===== src/verilog/pwm_pkg.sv =====
// Purpose : shared constants and types for the ten-bit pwm block
// Assumes : apb with 32-bit data, 250 MHz system clock
// Notes   : register offsets are byte addresses, one word each
package pwm_pkg;
    // bus geometry
    localparam int          ADDR_W          = 8;
    localparam int          CNT_W           = 10;
    // register byte offsets
    localparam logic [7:0]  OFF_PERIOD_LOW  = 8'h00;
    localparam logic [7:0]  OFF_DUTY_LOW    = 8'h04;
    localparam logic [7:0]  OFF_UPPER_BITS  = 8'h08;
    localparam logic [7:0]  OFF_TIMER_MODE  = 8'h0C;
    localparam logic [7:0]  OFF_PORT_MODE   = 8'h10;
    localparam logic [7:0]  OFF_STATUS      = 8'h14;
    // second_timer_mode_register fields
    localparam int          MODE_RUN_BIT    = 0;
    localparam int          MODE_CLK_LSB    = 1;
    localparam int          MODE_POL_BIT    = 3;
    localparam int          MODE_PWM_ENABLE_BIT_BIT   = 5;
    // port_mode_register field
    localparam int          PORT_PWM_BIT    = 0;
    // pwm_upper_bits fields
    localparam int          UP_PERIOD_LSB   = 2;
    localparam int          UP_DUTY_LSB     = 0;
    // status fields
    localparam int          ST_CNT_LSB      = 0;
    localparam int          ST_PIN_BIT      = 16;
    localparam int          ST_RUN_BIT      = 17;
    // reset values
    localparam logic [7:0]  RST_BYTE        = 8'h00;
    localparam logic [9:0]  RST_CNT         = 10'h000;
    // clock select codes
    localparam logic [1:0]  CLK_SEL_250NS   = 2'h0;
    localparam logic [1:0]  CLK_SEL_500NS   = 2'h1;
    localparam logic [1:0]  CLK_SEL_2US     = 2'h2;
    // timing: source clock periods in ns, system period in ps
    localparam int          CLK_PERIOD_PS   = 4000;
    localparam int          SRC0_NS         = 250;
    localparam int          SRC1_NS         = 500;
    localparam int          SRC2_NS         = 2000;
    localparam int          SRC0_CYC        = (SRC0_NS * 1000) / CLK_PERIOD_PS;
    localparam int          SRC1_CYC        = (SRC1_NS * 1000) / CLK_PERIOD_PS;
    localparam int          SRC2_CYC        = (SRC2_NS * 1000) / CLK_PERIOD_PS;
    localparam int          PRE_W           = 9;

    // counter states
    typedef enum logic [1:0] {
        ST_STOP = 2'b01,
        ST_RUN  = 2'b10
    } run_state_t;
endpackage : pwm_pkg


===== src/verilog/pwm_tick_if.sv =====
// Purpose : carries clock select and source tick between control and prescaler
// Assumes : single clock domain
// Notes   : tick is a one-cycle pulse
`timescale 1ns/1ps
interface pwm_tick_if;
    logic [1:0] sel;
    logic       run;
    logic       tick;
    modport ctl (output sel, output run, input tick);
    modport pre (input sel, input run, output tick);
endinterface : pwm_tick_if


===== src/verilog/pwm_ten_bit.sv =====
// Purpose : ten-bit pwm generator of the second timer, apb register slave
// Assumes : apb master keeps the protocol; inputs synchronous to clk
// Notes   : one-cycle access phase, unmapped addresses answer pslverr
//
// The APB slave port and the address map were decided locally.
`timescale 1ns/1ps
module pwm_ten_bit
    import pwm_pkg::*;
(
    // clock and reset
    input  wire logic              clk,
    input  wire logic              resetn,
    // apb slave
    input  wire logic              psel,
    input  wire logic              penable,
    input  wire logic              pwrite,
    input  wire logic [ADDR_W-1:0] paddr,
    input  wire logic [31:0]       pwdata,
    output logic [31:0]            prdata,
    output logic                   pready,
    output logic                   pslverr,
    // shared pwm output pin
    output logic                   pwm_pin_out,
    output logic                   pwm_pin_oe
);
    typedef struct packed {
        logic [7:0]       period_low;
        logic [7:0]       duty_low;
        logic [7:0]       upper_bits;
        logic [7:0]       timer_mode;
        logic [7:0]       port_mode;
        logic [CNT_W-1:0] cnt;
        logic [CNT_W-1:0] duty_act;
        run_state_t       st;
        logic             pin;
        logic             oe;
        logic             ready;
        logic             slverr;
        logic [31:0]      rdata;
    } pwm_state_t;

    pwm_state_t s_q;
    pwm_state_t s_d;

    pwm_tick_if tk ();

    // joins two upper bits and a low byte into a ten-bit value
    function automatic logic [CNT_W-1:0] join10(input logic [1:0] hi, input logic [7:0] lo);
        join10 = {hi, lo};
    endfunction : join10

    logic [CNT_W-1:0] period_val;
    logic [CNT_W-1:0] duty_hold;
    logic             pwm_mode;
    logic             run_bit;
    logic             pol;
    logic             setup;
    logic             wr_en;
    logic             mapped;
    logic             active;

    // decoded fields of the programmed registers
    assign period_val = join10(s_q.upper_bits[UP_PERIOD_LSB +: 2], s_q.period_low);
    assign duty_hold  = join10(s_q.upper_bits[UP_DUTY_LSB +: 2], s_q.duty_low);
    assign pwm_mode   = s_q.port_mode[PORT_PWM_BIT] & s_q.timer_mode[MODE_PWM_ENABLE_BIT_BIT];
    assign run_bit    = s_q.timer_mode[MODE_RUN_BIT];
    assign pol        = s_q.timer_mode[MODE_POL_BIT];
    assign setup      = psel & ~penable;
    assign wr_en      = psel & penable & s_q.ready & pwrite & ~s_q.slverr;
    assign mapped     = (paddr == OFF_PERIOD_LOW) || (paddr == OFF_DUTY_LOW) ||
                        (paddr == OFF_UPPER_BITS) || (paddr == OFF_TIMER_MODE) ||
                        (paddr == OFF_PORT_MODE)  || (paddr == OFF_STATUS);

    // prescaler only ticks while the pwm is enabled and started
    assign tk.sel = s_q.timer_mode[MODE_CLK_LSB +: 2];
    assign tk.run = pwm_mode & run_bit;

    pwm_prescaler u_pre (
        .clk    (clk),
        .resetn (resetn),
        .tk     (tk)
    );

    // next-state logic for bus, counter and pin
    always_comb begin
        s_d        = s_q;
        s_d.ready  = 1'b0;
        s_d.slverr = 1'b0;
        active     = 1'b0;

        // apb: answer in the first access cycle, read data registered at setup
        if (setup) begin
            s_d.ready  = 1'b1;
            s_d.slverr = ~mapped;
            s_d.rdata  = 32'h0000_0000;
            case (paddr)
                OFF_PERIOD_LOW: s_d.rdata[7:0] = s_q.period_low;
                OFF_DUTY_LOW:   s_d.rdata[7:0] = s_q.duty_low;
                OFF_UPPER_BITS: s_d.rdata[7:0] = s_q.upper_bits;
                OFF_TIMER_MODE: s_d.rdata[7:0] = s_q.timer_mode;
                OFF_PORT_MODE:  s_d.rdata[7:0] = s_q.port_mode;
                OFF_STATUS: begin
                    s_d.rdata[ST_CNT_LSB +: CNT_W] = s_q.cnt;
                    s_d.rdata[ST_PIN_BIT]          = s_q.pin;
                    s_d.rdata[ST_RUN_BIT]          = (s_q.st == ST_RUN);
                end
                default:        s_d.rdata = 32'h0000_0000;
            endcase
        end

        // register writes land on the sampling edge of the access phase
        if (wr_en) begin
            case (paddr)
                OFF_PERIOD_LOW: s_d.period_low = pwdata[7:0];
                OFF_DUTY_LOW:   s_d.duty_low   = pwdata[7:0]; // holding side only
                OFF_UPPER_BITS: s_d.upper_bits = {4'h0, pwdata[3:0]};
                OFF_TIMER_MODE: s_d.timer_mode = pwdata[7:0];
                OFF_PORT_MODE:  s_d.port_mode  = {7'h00, pwdata[0]};
                default:        s_d.port_mode  = s_q.port_mode;
            endcase
        end

        // counter: stopped state tracks holding duty so the first cycle is clean
        case (s_q.st)
            ST_STOP: begin
                s_d.cnt      = RST_CNT;
                s_d.duty_act = duty_hold;
                if (tk.run) begin
                    s_d.st = ST_RUN;
                end
            end
            ST_RUN: begin
                if (!tk.run) begin
                    s_d.st = ST_STOP;
                    s_d.cnt = RST_CNT;
                end else if (tk.tick) begin
                    // live period compare: a short period ends the cycle sooner
                    if (s_q.cnt >= period_val) begin
                        s_d.cnt      = RST_CNT;
                        s_d.duty_act = duty_hold;
                    end else begin
                        s_d.cnt = s_q.cnt + CNT_W'(1);
                    end
                end
            end
            default: begin
                s_d.st = ST_STOP;
            end
        endcase

        // duty window: count zero to duty inclusive, zero duty never active
        // computed here from the next count, so the pin flop needs no extra stage
        if (s_d.duty_act == RST_CNT) begin
            active = 1'b0;
        end else begin
            active = (s_d.cnt <= s_d.duty_act);
        end

        // pin: pwm waveform while enabled, otherwise released
        if (pwm_mode) begin
            s_d.oe = 1'b1;
            if (s_d.st == ST_RUN) begin
                s_d.pin = active ? pol : ~pol;
            end else begin
                s_d.pin = ~pol;                              // idle at inactive level
            end
        end else begin
            s_d.oe  = 1'b0;
            s_d.pin = 1'b0;
        end
    end

    // single state register
    always_ff @(posedge clk or negedge resetn) begin
        if (!resetn) begin
            s_q    <= '0;
            s_q.st <= ST_STOP;
        end else begin
            s_q <= s_d;
        end
    end

    // outputs straight from the state flops
    assign prdata      = s_q.rdata;
    assign pready      = s_q.ready;
    assign pslverr     = s_q.slverr;
    assign pwm_pin_out = s_q.pin;
    assign pwm_pin_oe  = s_q.oe;
endmodule : pwm_ten_bit


===== src/verilog/pwm_prescaler.sv =====
// Purpose : derives the pwm source clock tick from the system clock
// Assumes : clk at 250 MHz
// Notes   : code 11 gives no tick, which holds the counter still
`timescale 1ns/1ps
module pwm_prescaler
    import pwm_pkg::*;
(
    // clock and reset
    input  wire logic clk,
    input  wire logic resetn,
    // control side
    pwm_tick_if.pre   tk
);
    typedef struct packed {
        logic [PRE_W-1:0] div;
        logic             tick;
    } pre_state_t;

    pre_state_t s_q;
    pre_state_t s_d;
    logic [PRE_W-1:0] limit;

    // divide ratio per select code, minus one for the terminal count
    always_comb begin
        case (tk.sel)
            CLK_SEL_250NS: limit = PRE_W'(SRC0_CYC - 1);
            CLK_SEL_500NS: limit = PRE_W'(SRC1_CYC - 1);
            CLK_SEL_2US:   limit = PRE_W'(SRC2_CYC - 1);
            default:       limit = '1;
        endcase
    end

    // free divider, restarted whenever the timer is stopped
    always_comb begin
        s_d      = s_q;
        s_d.tick = 1'b0;
        if (!tk.run || tk.sel == 2'h3) begin
            s_d.div = '0;
        end else if (s_q.div >= limit) begin
            s_d.div  = '0;
            s_d.tick = 1'b1;
        end else begin
            s_d.div = s_q.div + PRE_W'(1);
        end
    end

    always_ff @(posedge clk or negedge resetn) begin
        if (!resetn) begin
            s_q <= '0;
        end else begin
            s_q <= s_d;
        end
    end

    assign tk.tick = s_q.tick;
endmodule : pwm_prescaler


===== config.mk =====
export PLATFORM = sky130hd
export DESIGN_NAME = pwm_ten_bit
export DESIGN_NICKNAME = d
export VERILOG_FILES = /design/src/verilog/pwm_pkg.sv /design/src/verilog/pwm_tick_if.sv /design/src/verilog/pwm_ten_bit.sv /design/src/verilog/pwm_prescaler.sv
export SDC_FILE = /design/constraint.sdc
export NUM_CORES = 1
export LEC_CHECK = 0
export BUFFER_PORTS_ARGS = -buffer_cell sky130_fd_sc_hd__buf_2
export CORE_MARGIN = 4
export CORE_UTILIZATION = 31
export CTS_CLUSTER_SIZE = 16
export DETAILED_ROUTE_END_ITERATION = 16
export PLACE_DENSITY_LB_ADDON = 0.15
export RECOVER_POWER = 100
export SETUP_SLACK_MARGIN = 0.1
export SYNTH_ARGS = -nofsm -noshare
export SYNTH_HDL_FRONTEND = slang
export SYNTH_HIERARCHICAL = 1
export SYNTH_SLANG_ARGS = --single-unit

===== constraint.sdc =====
create_clock -name clk -period 3.4 [get_ports clk]
set_clock_uncertainty 0.2 [all_clocks]
set_input_delay 0.17 -clock clk [delete_from_list [all_inputs] [get_ports clk]]
set_output_delay 0.17 -clock clk [all_outputs]
set_load 0.005 [all_outputs]

* After elaboration in Yosys (flattened, before gate mapping)
Cells that the tools add are included.
Operators by class: add/sub/neg operators 2, order comparisons 3, equal/unequal tests 11, muxes and demuxes 22, bitwise logic cells 11, reductions and logical operators 15
Operators with widths (count):
- 8-bit one-hot mux with 6 select lines | 1
- 10-bit two-way mux | 4
- 20-bit one-hot mux with 2 select lines | 1
- 34-bit two-way mux | 1
- 9-bit one-hot mux with 3 select lines | 1
- 20-bit two-way mux | 1
- 9-bit two-way mux | 2
- 8-bit by 4-bit equality test with 1-bit output (second input constant) | 2
- 8-bit by 5-bit equality test with 1-bit output (second input constant) | 2
- 10-bit by 1-bit adder with 10-bit output (second input constant) | 1
- 10-bit greater-or-equal comparator | 1
- 10-bit <= comparator | 1
- 10-bit logical NOT | 1
- 2-bit two-way mux | 5
- 2-bit AND reduction | 5
- 9-bit by 1-bit adder with 9-bit output (second input constant) | 1
- 9-bit greater-or-equal comparator | 1
- 2-bit equality test (second input constant) | 4
- 8-bit by 3-bit equality test with 1-bit output (second input constant) | 1
- 8-bit logical NOT | 1
- 1-bit bitwise AND | 7
- 1-bit logical OR | 6
- 1-bit two-way mux | 5
- 2-bit by 1-bit equality test with 1-bit output (second input constant) | 2
- 4 further kinds | 7
Word-level totals: register bits 77, input port bits 45, output and inout bits 36, logic and storage cells 79

* Longest topological paths before layout
Gate-level depths: netlist of the first run.
depth after elaboration 10, mapped depth 20, depth with buffers taken out 18

* Cells and area by module
Netlist of the first run, hierarchy kept.
Modules (own cells, without submodules):
- pwm_ten_bit | times used 1, cells each 402, area an instance 3956.3 µm², seq. area each 1677.9 µm²
- pwm_prescaler | times used 1, cells each 61, area an instance 638.1 µm², seq. area each 250.2 µm²

* Worst setup path after synthesis of the first run
No wires, ideal clock.
path kind register to register, from reg s_q[36] in the netlist's numbering, to reg s_q, in the netlist pwm_pin_out, library setup time 129 ps, data arrival time 3414 ps, required time 3071 ps, slack -343 ps, cell stages (with the launch flop) 21, path buffers 3, clock period less this slack 3743 ps, path through dfstp_2 > inv_1 > ha_1 > clkbuf_1 > clkbuf_1 > nor2b_1 > clkbuf_1 > and4_1 > nand3_1 > nor2_1 > xnor2_1 > nor2_1 > ha_1 > nand4_1 > nor2_1 > a21oi_1 > o211ai_1 > a21oi_1 > and3_1 > a21oi_1 > nand3_1
RTL lines:
- start: declaration | RTL line pwm_ten_bit.sv:42 | pwm_state_t s_q;

==> impl_metrics.csv, run 1 <==
group,metric,value,unit
yosys,netlist_top_cells_area,"dfrtp_1 (41%), ha_1 (8.4%), mux2_2 (7.8%)",
timing,setup_violations,1,
place,dp_hpwl,9800,um
critical_path,required,3.48,ns
cells_and_area,num_antenna_cells,0,
critical_path,criticalPathCategory,"reg2reg",
global_routing,grtUsageTotal,0.162,
timing,finalCriticalPeriod,3.66,ns
power,p_leak,2.82,nW
timing,hold_ws,0.159,ns
global_routing,grt.overflow.total,0,
critical_path,crit_path_end_kind,"flip-flop",
place,dp.cells,711,
clocking,root_buffer,"clkbuf_16",
routing,ant_nets,0,
yosys,synthFlopType,"dfrtp_1",
yosys,ys_async_sr_fraction,1.00,
global_routing,antenna_found_initial,0,
run_status,outcome,"finished, violations left",
cells_and_area,final_core_util,0.410,
global_routing,grt_pass1_vias,3809,
yosys,synth_common_cells,"dfrtp_1 (76), nand2_1 (52), buf_4 (32), mux2_2 (32), ha_1 (31)",
yosys,ys_types,51,
timing,timing.fmax,0.273,GHz
timing,drv_slew,78,
power,power.net_switching,0.000468,W
power,switching_share,0.224,
timing,relSlewSlack,-0.329,
yosys,synth_top_area_share,0.414,
global_routing,grt_max_degree,78,
power,seqPwrFrac,0.442,
routing,drc,0,
flow_run,maxCapViolations,1,
cells_and_area,multi_input_area,2600,um2
clocking,cts_sinks,77,
power,ir_drop,0.199,mV
power,p_clk_frac,0.517,
clocking,insertion_delay,0.34,ns
clocking,cts_tree,"done",
routing,routedWlPerCell,17.7,um
routing,wl,13200,um
die,core.rowCount,44,
timing,rsz0062_at_grt,"yes",
clocking,cts_buffers,9,
power,combPwrFrac,0.041,
yosys,syn-cell-area,4590,um2
yosys,synth_warnings,6,
run_status,failed_checks,"max-capacitance violations, max-slew violations, negative setup slack",
critical_path,crit_path_start_kind,"flip-flop",
die,initial_core_util,0.316,
timing,fin_setup_tns,-0.263,ns
place,portBuffers,36,
cells_and_area,final_cells,745,
yosys,synth_seq_cells,77,
die,die-area,16800,um2
clocking,h-tree-depth,3,
die,core,14500,um2
timing,timing.final.crit_share,1.08,
die,die_x,130,um
power,p_int,0.00162,W
die,io_pins,81,
hold_path,worst_hold_path_type,"in2reg",
power,p_per_area,350,nW/um2
clocking,clk_pin_slew_worst_paths,0.06,ns
timing,worst_slew_pin_slew,1.99,ns
yosys,synth_most_common_cell,"dfrtp_1",
yosys,syn_avg_cell_area,9.92,um2
cells_and_area,regArea,1930,um2
yosys,ys_seq_area_frac,0.420,
routing,first_iter_violations,228,
timing,timing.final.ws_setup,-0.263,ns
critical_path,crit_arrival,3.74,ns
cells_and_area,fill_cells,1421,
routing,firstDrtPassIters,4,
global_routing,grt_pass1_wl,20800,um
timing,hold_viol_final,0,
yosys,syn_inst,463,
yosys,yosysTopAreaCell,"dfrtp_1",
cells_and_area,nNetsFinal,632,
cells_and_area,drive_gt1_frac,0.323,
place,finalWeightedCongestion,0.882,
yosys,synth_enable_flop_cells,0,
routing,viasPerCell,5.02,
die,die_h,130,um
routing,via_count,3742,
cells_and_area,area_growth,29.7,%
critical_path,path_max_fanout,7,
clocking,clockBufferDepth,2,
-- kinds of logic (layout without fill, tap and decap cells) --
logic type	Yosys count	after routing	share of synthesized area
and+or+nand+nor	135	135	0.139
AOI/OAI and AO/OA	88	88	0.145
DFF	77	77	0.420
buffers and inverters	77	156	0.0896
muxes	38	38	0.0915
adders and majority gates	31	31	0.0844
xor gates and xnor gates	16	16	0.0305
other	1	20	0.000816
-- power by group through the flow --
stage / clock network [W] / registers [W] / logic, W
detailed placement: 0 / 0.000939 / 0.0000745
global placement: 0 / 0.000939 / 0.0000744
finish: 0.00108 / 0.000922 / 0.0000846
global route: 0.00115 / 0.000922 / 0.0000963
floorplan: 0 / 0.000938 / 0.0000451
CTS: 0.00111 / 0.000922 / 0.0000857
-- critical path, cell delays in order, from the launching register on --
cell,delay (ns)
dfrtp_1,0.42
ha_1,0.35
nand3_1,0.15
a211oi_2,0.10
a2111oi_2,0.28
buf_4,0.24
buf_6,0.13
a211oi_2,0.07
a311o_1,0.37
buf_4,0.15
or4_1,0.54
or4_1,0.51
nand3_1,0.09
-- layout make-up --
class	instances	area share
Clock buffer	10	0.0401
Clock inverter	6	0.0157
Inverter	30	0.0189
Multi-Input combinational cell	328	0.436
Sequential cell	77	0.323
Tap cell	184	0.0386
Timing Repair Buffer	110	0.127
-- cells in the final DEF, fill, tap and decap left out, drive strengths merged, types with 3 or more instances in the layout --
cell         synthesis  routed
a311oi               6       6
a311o                4       4
nand4                9       9
inv                 30      31
buf                 36      89
mux2i                6       6
and3                 5       5
ha                  31      31
xor2                 9       9
a21o                 6       6
xnor2                7       7
a22o                11      11
o21ai               16      16
nor2b                6       6
mux2                32      32
conb                 1      20
a21oi               13      13
dfrtp               76      76
and2                 3       3
nor2                29      29
dlygate4sd3          0       9
a22oi                5       5
clkbuf              11      22
nand3               14      14
nand2               52      52
a211oi              11      11
a221oi               3       3
nand2b               3       3
a31oi                3       3
nor3                 5       5
-- worst paths after layout --
check / from / end / slack, ns / cells after the start
setup / recovery: s_q[51] / pwm_pin_out / -0.26 / 12
hold / removal: paddr[7] / pslverr / 0.16 / 5
setup reg to reg: s_q[51] / pwm_pin_out / -0.26 / 12
hold reg to reg: prdata[0] / prdata[0] / 0.27 / 2
max in group asynchronous: resetn / prdata[1] / 1.08 / 2
min in group asynchronous: resetn / s_q[43] / 0.71 / 2
-- sequential cells by signal, indices dropped and copies added (netlist names) --
signal,count
s_q,29
prdata,12
duty_hold,10
period_val,10
u_pre/s_q,9
pol,1
pready,1
pslverr,1
pwm_pin_oe,1
pwm_pin_out,1
run_bit,1
u_pre/tk.tick,1
-- what timing repair did --
item / in CTS / in global routing
pin swaps: 17 / 18
hold endpoints to repair: 105 / 0
setup buffers: 6 / 3
resized for setup: 31 / 19
setup endpoints to repair: 1 / 1
cloned: 0 / 0
hold buffers: 9 / 0
-- metal layers --
layer / vias to the layer above / GRT usage / share of wire
met4: 0 / 0.0648 / 0.024
met3: 21 / 0.0250 / 0.043
met1: 1846 / 0.209 / 0.44
met2: 92 / 0.271 / 0.49
li1: 1783 / - / -
met5: - / 0 / 0
-- through the flow --
step / setup WS, ns / cell area, um2 / total power, W
detailed placement: -0.417 / 5250 / 0.00101
global route: -0.381 / 5960 / 0.00217
CTS: -0.213 / 5880 / 0.00212
finish: -0.263 / 5960 / 0.00208
global placement: -0.392 / 5250 / 0.00101
floorplan: -0.0396 / 4740 / 0.000983
Power figures use the tool's default switching activity.
==> run 2: changes to the inputs <==
--- a/config.mk
+++ b/config.mk
@@ -10,7 +10,7 @@
 export CORE_UTILIZATION = 31
 export CTS_CLUSTER_SIZE = 16
 export DETAILED_ROUTE_END_ITERATION = 16
-export PLACE_DENSITY_LB_ADDON = 0.15
+export PLACE_DENSITY = 0.58
 export RECOVER_POWER = 100
 export SETUP_SLACK_MARGIN = 0.1
 export SYNTH_ARGS = -nofsm -noshare
==> run 2 against run 1 <==
Against the previous run:
- final cell count shrank 1.5%
- worst setup slack gained 0.077 ns
- the flow still finishes with violations (max-capacitance violations, max-slew violations, negative setup slack)
- clock power shrank 12%
- register-to-register slack gained 0.08 ns
- power shrank 6.1%
- sequential power is essentially flat
==> impl_metrics.csv, run 2 (same netlist as run 1, synthesis figures left out) <==
group,metric,value,unit
run_status,outcome,"finished, violations left",
run_status,failed_checks,"max-capacitance violations, max-slew violations, negative setup slack",
power,power.net_switching,0.000444,W
routing,viasPerCell,4.98,
place,pre_cts_ws,-0.424,ns
clocking,insertion_delay,0.34,ns
timing,rsz0062_at_grt,"yes",
routing,firstDrtPassIters,4,
hold_path,min_from,"paddr[6]",
hold_path,worst_hold_path_type,"in2reg",
power,combPwrFrac,0.041,
timing,hold_viol_final,0,
global_routing,grt_max_degree,78,
place,dp_hpwl,9030,um
global_routing,grt_pass1_wl,18600,um
routing,first_iter_violations,237,
routing,ant_nets,0,
clocking,clockBufferDepth,2,
timing,finalCriticalPeriod,3.59,ns
global_routing,antenna_found_initial,0,
die,die_h,130,um
global_routing,grt_pass1_vias,3573,
power,switching_share,0.227,
timing,relSlewSlack,-0.296,
power,p_clk_frac,0.488,
critical_path,required,3.48,ns
critical_path,path_max_fanout,5,
critical_path,crit_path_start_kind,"flip-flop",
critical_path,criticalPathCategory,"reg2reg",
routing,via_count,3653,
cells_and_area,final_core_util,0.394,
timing,timing.final.ws_setup,-0.185,ns
clocking,cts_tree,"done",
clocking,cts_sinks,77,
clocking,clk_pin_slew_worst_paths,0.06,ns
timing,setup_violations,1,
timing,drv_slew,78,
clocking,cts_buffers,9,
die,io_pins,81,
flow_run,maxCapViolations,1,
cells_and_area,regMostFlops,"s_q",
die,core,14500,um2
die,initial_core_util,0.316,
clocking,root_buffer,"clkbuf_16",
die,die-area,16800,um2
cells_and_area,final_common_cell,"dfrtp_1",
global_routing,grtUsageTotal,0.143,
critical_path,r2r_cells,17,
power,ir_drop,0.206,mV
cells_and_area,num_antenna_cells,0,
power,p_leak,2.75,nW
critical_path,reg2reg_to,"pwm_pin_out",
place,placed_area,5210,um2
power,p_per_area,342,nW/um2
die,die_x,130,um
critical_path,regToRegSetupSlack,-0.19,ns
critical_path,r2r-start,"s_q[56]",
timing,hold_ws,0.116,ns
critical_path,crit_path_end_kind,"flip-flop",
power,p_int,0.00151,W
critical_path,crit_arrival,3.67,ns
place,portBuffers,36,
routing,wl,11900,um
routing,drc,0,
timing,worst_slew_pin_slew,1.94,ns
cells_and_area,nNetsFinal,621,
die,core.rowCount,44,
power,seqPwrFrac,0.471,
cells_and_area,largest_reg_flops,29,
cells_and_area,final_area,5720,um2
cells_and_area,area_growth,24.5,%
routing,routedWlPerCell,16.2,um
place,finalWeightedCongestion,0.884,
cells_and_area,drive_gt1_frac,0.293,
clocking,h-tree-depth,3,
timing,timing.final.crit_share,1.05,
hold_path,whs_path_depth,5,
place,dp.cells,704,
cells_and_area,final_cell_mix,"dfrtp_1 (76), nand2_1 (52), buf_4 (51)",
global_routing,grt.overflow.total,0,
cells_and_area,final_cells,734,
hold_path,holdPathEnd,"pslverr",
timing,timing.fmax,0.279,GHz
run 2: changes by cell type in the layout (fill, tap and decap cells not counted), sizes merged:
cell	change
buf	-7
clkbuf	-4
bufinv	-1
clkinv	+1
clkinvlp	+1
inv	-1
run 2: power by group through the flow:
stage	Combinational, W	Sequential [W]	Clock (W)
6_report	0.0000804	0.000922	0.000955
5_1_grt	0.0000919	0.000922	0.00102
4_1_cts	0.0000819	0.000922	0.000975
3_5_place_dp	0.0000724	0.000939	0
3_3_place_gp	0.0000708	0.000939	0
2_1_floorplan	0.0000451	0.000938	0
run 2: cell type report:
type                       count  area, um2
sequential                    77       1930
clock inverter                 6       63.8
clock buffer                  10        229
timing repair buffer          99        687
inverter                      30        113
tap                          184        230
multi-input combinational    328       2470
fill                        1433       8810
run 2: worst max-delay path by stage:
stage / slack, ns / end / startpoint
final: -0.19 / pwm_pin_out / s_q[56]
after global placement: -0.36 / pwm_pin_out / s_q[54]
after global routing: -0.35 / pwm_pin_out / period_val[4]
after CTS: -0.16 / pwm_pin_out / s_q[56]
after floorplan: -0.04 / pwm_pin_out / s_q[36]
after detailed placement: -0.42 / pwm_pin_out / period_val[7]
run 2: per-stage QoR:
| stage | power [W] | setup TNS, ns |
|---|---|---|
| floorplan | 0.000983 | -0.0396 |
| global placement | 0.00101 | -0.359 |
| detailed placement | 0.00101 | -0.424 |
| CTS | 0.00198 | -0.159 |
| global route | 0.00203 | -0.349 |
| finish | 0.00196 | -0.185 |
run 2: metal layers:
metal,GRT usage,routed length [um],up-vias
met5,0,0,-
met4,0.0385,95,0
met3,0.0319,722,9
met2,0.235,5710,95
met1,0.192,5390,1785
li1,-,-,1764
run 2: timing repair:
| action | CTS | global route |
|---|---|---|
| pin swaps | 11 | 0 |
| hold buffers | 9 | 0 |
| gates resized for setup | 17 | 7 |
| endpoints found under the setup margin | 1 | 1 |
| hold endpoints to repair | 105 | 0 |
| setup buffers | 5 | 0 |
run 2: worst max-delay path, cell delays in order, from the launching register on:
cell and delay [ns]:
dfrtp_1 0.41, ha_4 0.28, nand4_1 0.15, or3_4 0.42, buf_4 0.17, nand2_1 0.05
nand2_1 0.08, a31oi_4 0.24, nor2_1 0.10, ha_1 0.30, a21o_1 0.18, a21o_1 0.18
a21oi_2 0.13, o211ai_1 0.09, a21oi_1 0.16, and3_1 0.22, o21ai_1 0.08, nand3_1 0.06
==> run 3: changes to the inputs <==
--- a/config.mk
+++ b/config.mk
@@ -8,6 +8,7 @@
 export BUFFER_PORTS_ARGS = -buffer_cell sky130_fd_sc_hd__buf_2
 export CORE_MARGIN = 4
 export CORE_UTILIZATION = 31
+export CTS_BUF_LIST = sky130_fd_sc_hd__clkbuf_4 sky130_fd_sc_hd__clkbuf_8
 export CTS_CLUSTER_SIZE = 16
 export DETAILED_ROUTE_END_ITERATION = 16
 export PLACE_DENSITY = 0.58
==> run 3 against run 2 <==
Against the previous run:
- the run still ends with max-capacitance violations, max-slew violations, negative setup slack left
- final cell count stayed put
- register-to-register slack worse by 0.04 ns
- non-clock buffer count stayed put
- final area is 2.1% lower
- critical endpoint unchanged
- largest cell class unchanged
==> impl_metrics.csv, run 3 (same netlist as run 1, synthesis figures left out) <==
group,metric,value,unit
routing,drc,0,
flow_run,maxCapViolations,1,
global_routing,grtUsageMet3,0.0278,
critical_path,crit_arrival,3.73,ns
global_routing,grt_util_met2,0.234,
cells_and_area,final_cell_mix,"dfrtp_1 (76), nand2_1 (52), buf_4 (46)",
timing,timing.final.ws_setup,-0.230,ns
global_routing,grtUsageTotal,0.142,
critical_path,crit_path_end,"pwm_pin_out",
die,die_h,130,um
cells_and_area,largest_reg_flops,29,
run_status,failed_checks,"max-capacitance violations, max-slew violations, negative setup slack",
critical_path,path_max_fanout,5,
critical_path,cp.depth,17,
die,initial_core_util,0.316,
routing,routedWlPerCell,16.0,um
die,core.rowCount,44,
die,die_x,130,um
cells_and_area,drive_gt1_frac,0.284,
critical_path,criticalPathCategory,"reg2reg",
cells_and_area,regMostFlops,"s_q",
critical_path,r2r-start,"s_q[56]",
critical_path,cp_slowest_cell,"dfrtp_1",
clocking,cts_buffers,9,
timing,drv_slew,78,
timing,timing.fmax,0.276,GHz
timing,setup_violations,1,
critical_path,reg2reg_to,"pwm_pin_out",
power,power.total,0.00170,W
critical_path,crit_path_start_kind,"flip-flop",
critical_path,required,3.50,ns
routing,first_iter_violations,313,
timing,timing.final.crit_share,1.07,
cells_and_area,nNetsFinal,621,
timing,finalCriticalPeriod,3.63,ns
global_routing,grt_use_met1,0.195,
critical_path,path_delay_family,"simple AND/OR/NAND/NOR gates",
cells_and_area,final_common_cell,"dfrtp_1",
routing,ant_nets,0,
routing,viasPerCell,4.96,
clocking,cts_tree,"done",
global_routing,busiest_layer,"met2",
cells_and_area,num_antenna_cells,0,
place,portBuffers,36,
place,pre_cts_ws,-0.424,ns
timing,relSlewSlack,-0.265,
die,die-area,16800,um2
power,p_per_area,303,nW/um2
place,dp_hpwl,9030,um
global_routing,grt_pass1_wl,18600,um
clocking,clk_pin_slew_worst_paths,0.08,ns
power,ir_drop,0.163,mV
critical_path,crit_path_end_kind,"flip-flop",
timing,rsz0062_at_grt,"yes",
cells_and_area,area_growth,21.9,%
clocking,root_buffer,"clkbuf_8",
clocking,clockBufferDepth,2,
die,core,14500,um2
global_routing,antenna_found_initial,0,
routing,via_count,3641,
run_status,outcome,"finished, violations left",
global_routing,grt.overflow.total,0,
critical_path,crit_chain,"ha_4 -> nand4_1 -> or3_4 -> buf_4 -> nand2_1 -> nand2_1 -> a31oi_4 -> nor2_1 -> ha_1 -> a21o_1 -> a21o_1 -> a21oi_2 -> o211ai_1 -> a21oi_1 -> and3_1 -> o21ai_1 -> nand3_1",
clocking,insertion_delay,0.36,ns
routing,wl,11800,um
routing,firstDrtPassIters,5,
clocking,h-tree-depth,3,
die,io_pins,81,
timing,hold_viol_final,0,
hold_path,worst_hold_path_type,"in2reg",
critical_path,cp.buffers_inverters,1,
place,finalWeightedCongestion,0.884,
critical_path,slowest_delay,0.43,ns
critical_path,regToRegSetupSlack,-0.23,ns
critical_path,startpoint,"s_q[56]",
timing,worst_slew_pin_slew,1.90,ns
critical_path,r2r_cells,17,
clocking,cts_sinks,77,
power,p_leak,2.69,nW
global_routing,grt_max_degree,78,
timing,hold_ws,0.0960,ns
global_routing,grt_pass1_vias,3559,
[run 3: cell types whose count changed in the layout (fill, tap and decap cells not counted), moves of 2 or more]
cell	previous run	this run
clkbuf_1	8	10
clkbuf_16	9	0
inv_1	27	29
clkbuf_4	0	3
ha_1	26	28
clkbuf_8	0	9
inv_2	3	1
buf_4	51	46
ha_4	5	3
[run 3: worst reg2reg max path: stages (launching register included)]
cell and delay [ns]:
dfrtp_1 0.43, ha_4 0.29, nand4_1 0.15, or3_4 0.42
buf_4 0.17, nand2_1 0.05, nand2_1 0.08, a31oi_4 0.25
nor2_1 0.11, ha_1 0.30, a21o_1 0.19, a21o_1 0.18
a21oi_2 0.13, o211ai_1 0.09, a21oi_1 0.16, and3_1 0.22
o21ai_1 0.08, nand3_1 0.07
[run 3: repair_timing]
| action | CTS | global route |
|---|---|---|
| setup buffers | 5 | 0 |
| gates resized for setup | 17 | 3 |
| endpoints found under the setup margin | 1 | 1 |
| pin swaps | 11 | 0 |
| endpoints found under the hold margin | 105 | 0 |
| hold buffers | 9 | 0 |
[run 3: metrics by stage]
| stage | utilization | instance area, um2 | instances | TNS, ns |
|---|---|---|---|---|
| 5_1_grt | 0.385 | 5600 | 734 | -0.381 |
| 3_3_place_gp | 0.359 | 5210 | 704 | -0.359 |
| 6_report | 0.385 | 5600 | 734 | -0.230 |
| 2_1_floorplan | - | 4740 | 482 | -0.0396 |
| 3_5_place_dp | 0.359 | 5210 | 704 | -0.424 |
| 4_1_cts | 0.386 | 5610 | 734 | -0.160 |
[run 3: layout make-up]
| class | count | area (um2) |
|---|---|---|
| clock inverter | 6 | 63.8 |
| sequential | 77 | 1930 |
| clock buffer | 10 | 131 |
| multi-input combinational | 328 | 2460 |
| fill | 1451 | 8930 |
| timing repair buffer | 99 | 676 |
| inverter | 30 | 113 |
| tap | 184 | 230 |
[run 3: power by group]
group / leakage (nW) / total [W] / internal, W / switching [W]
logic: 1.53 / 0.0000800 / 0.0000267 / 0.0000533
registers: 1.07 / 0.000921 / 0.000918 / 0.00000277
clock network: 0.0957 / 0.000699 / 0.000346 / 0.000353
[run 3: worst min-delay path by stage]
stage,start,to,slack [ns],cells past startpoint
detailed placement,resetn,u_pre/s_q[3],0.20,1
CTS,paddr[3],pslverr,0.03,3
floorplan,resetn,duty_hold[0],-0.33,0
finish,paddr[6],pslverr,0.1,5
global route,paddr[7],pslverr,0.14,5
global placement,resetn,u_pre/s_q[4],0.19,1
[run 3: per-layer routing]
layer	wire length [um]	up-vias
li1	-	1758
met3	627	13
met1	5380	1762
met2	5640	108
met5	0	-
met4	136	0
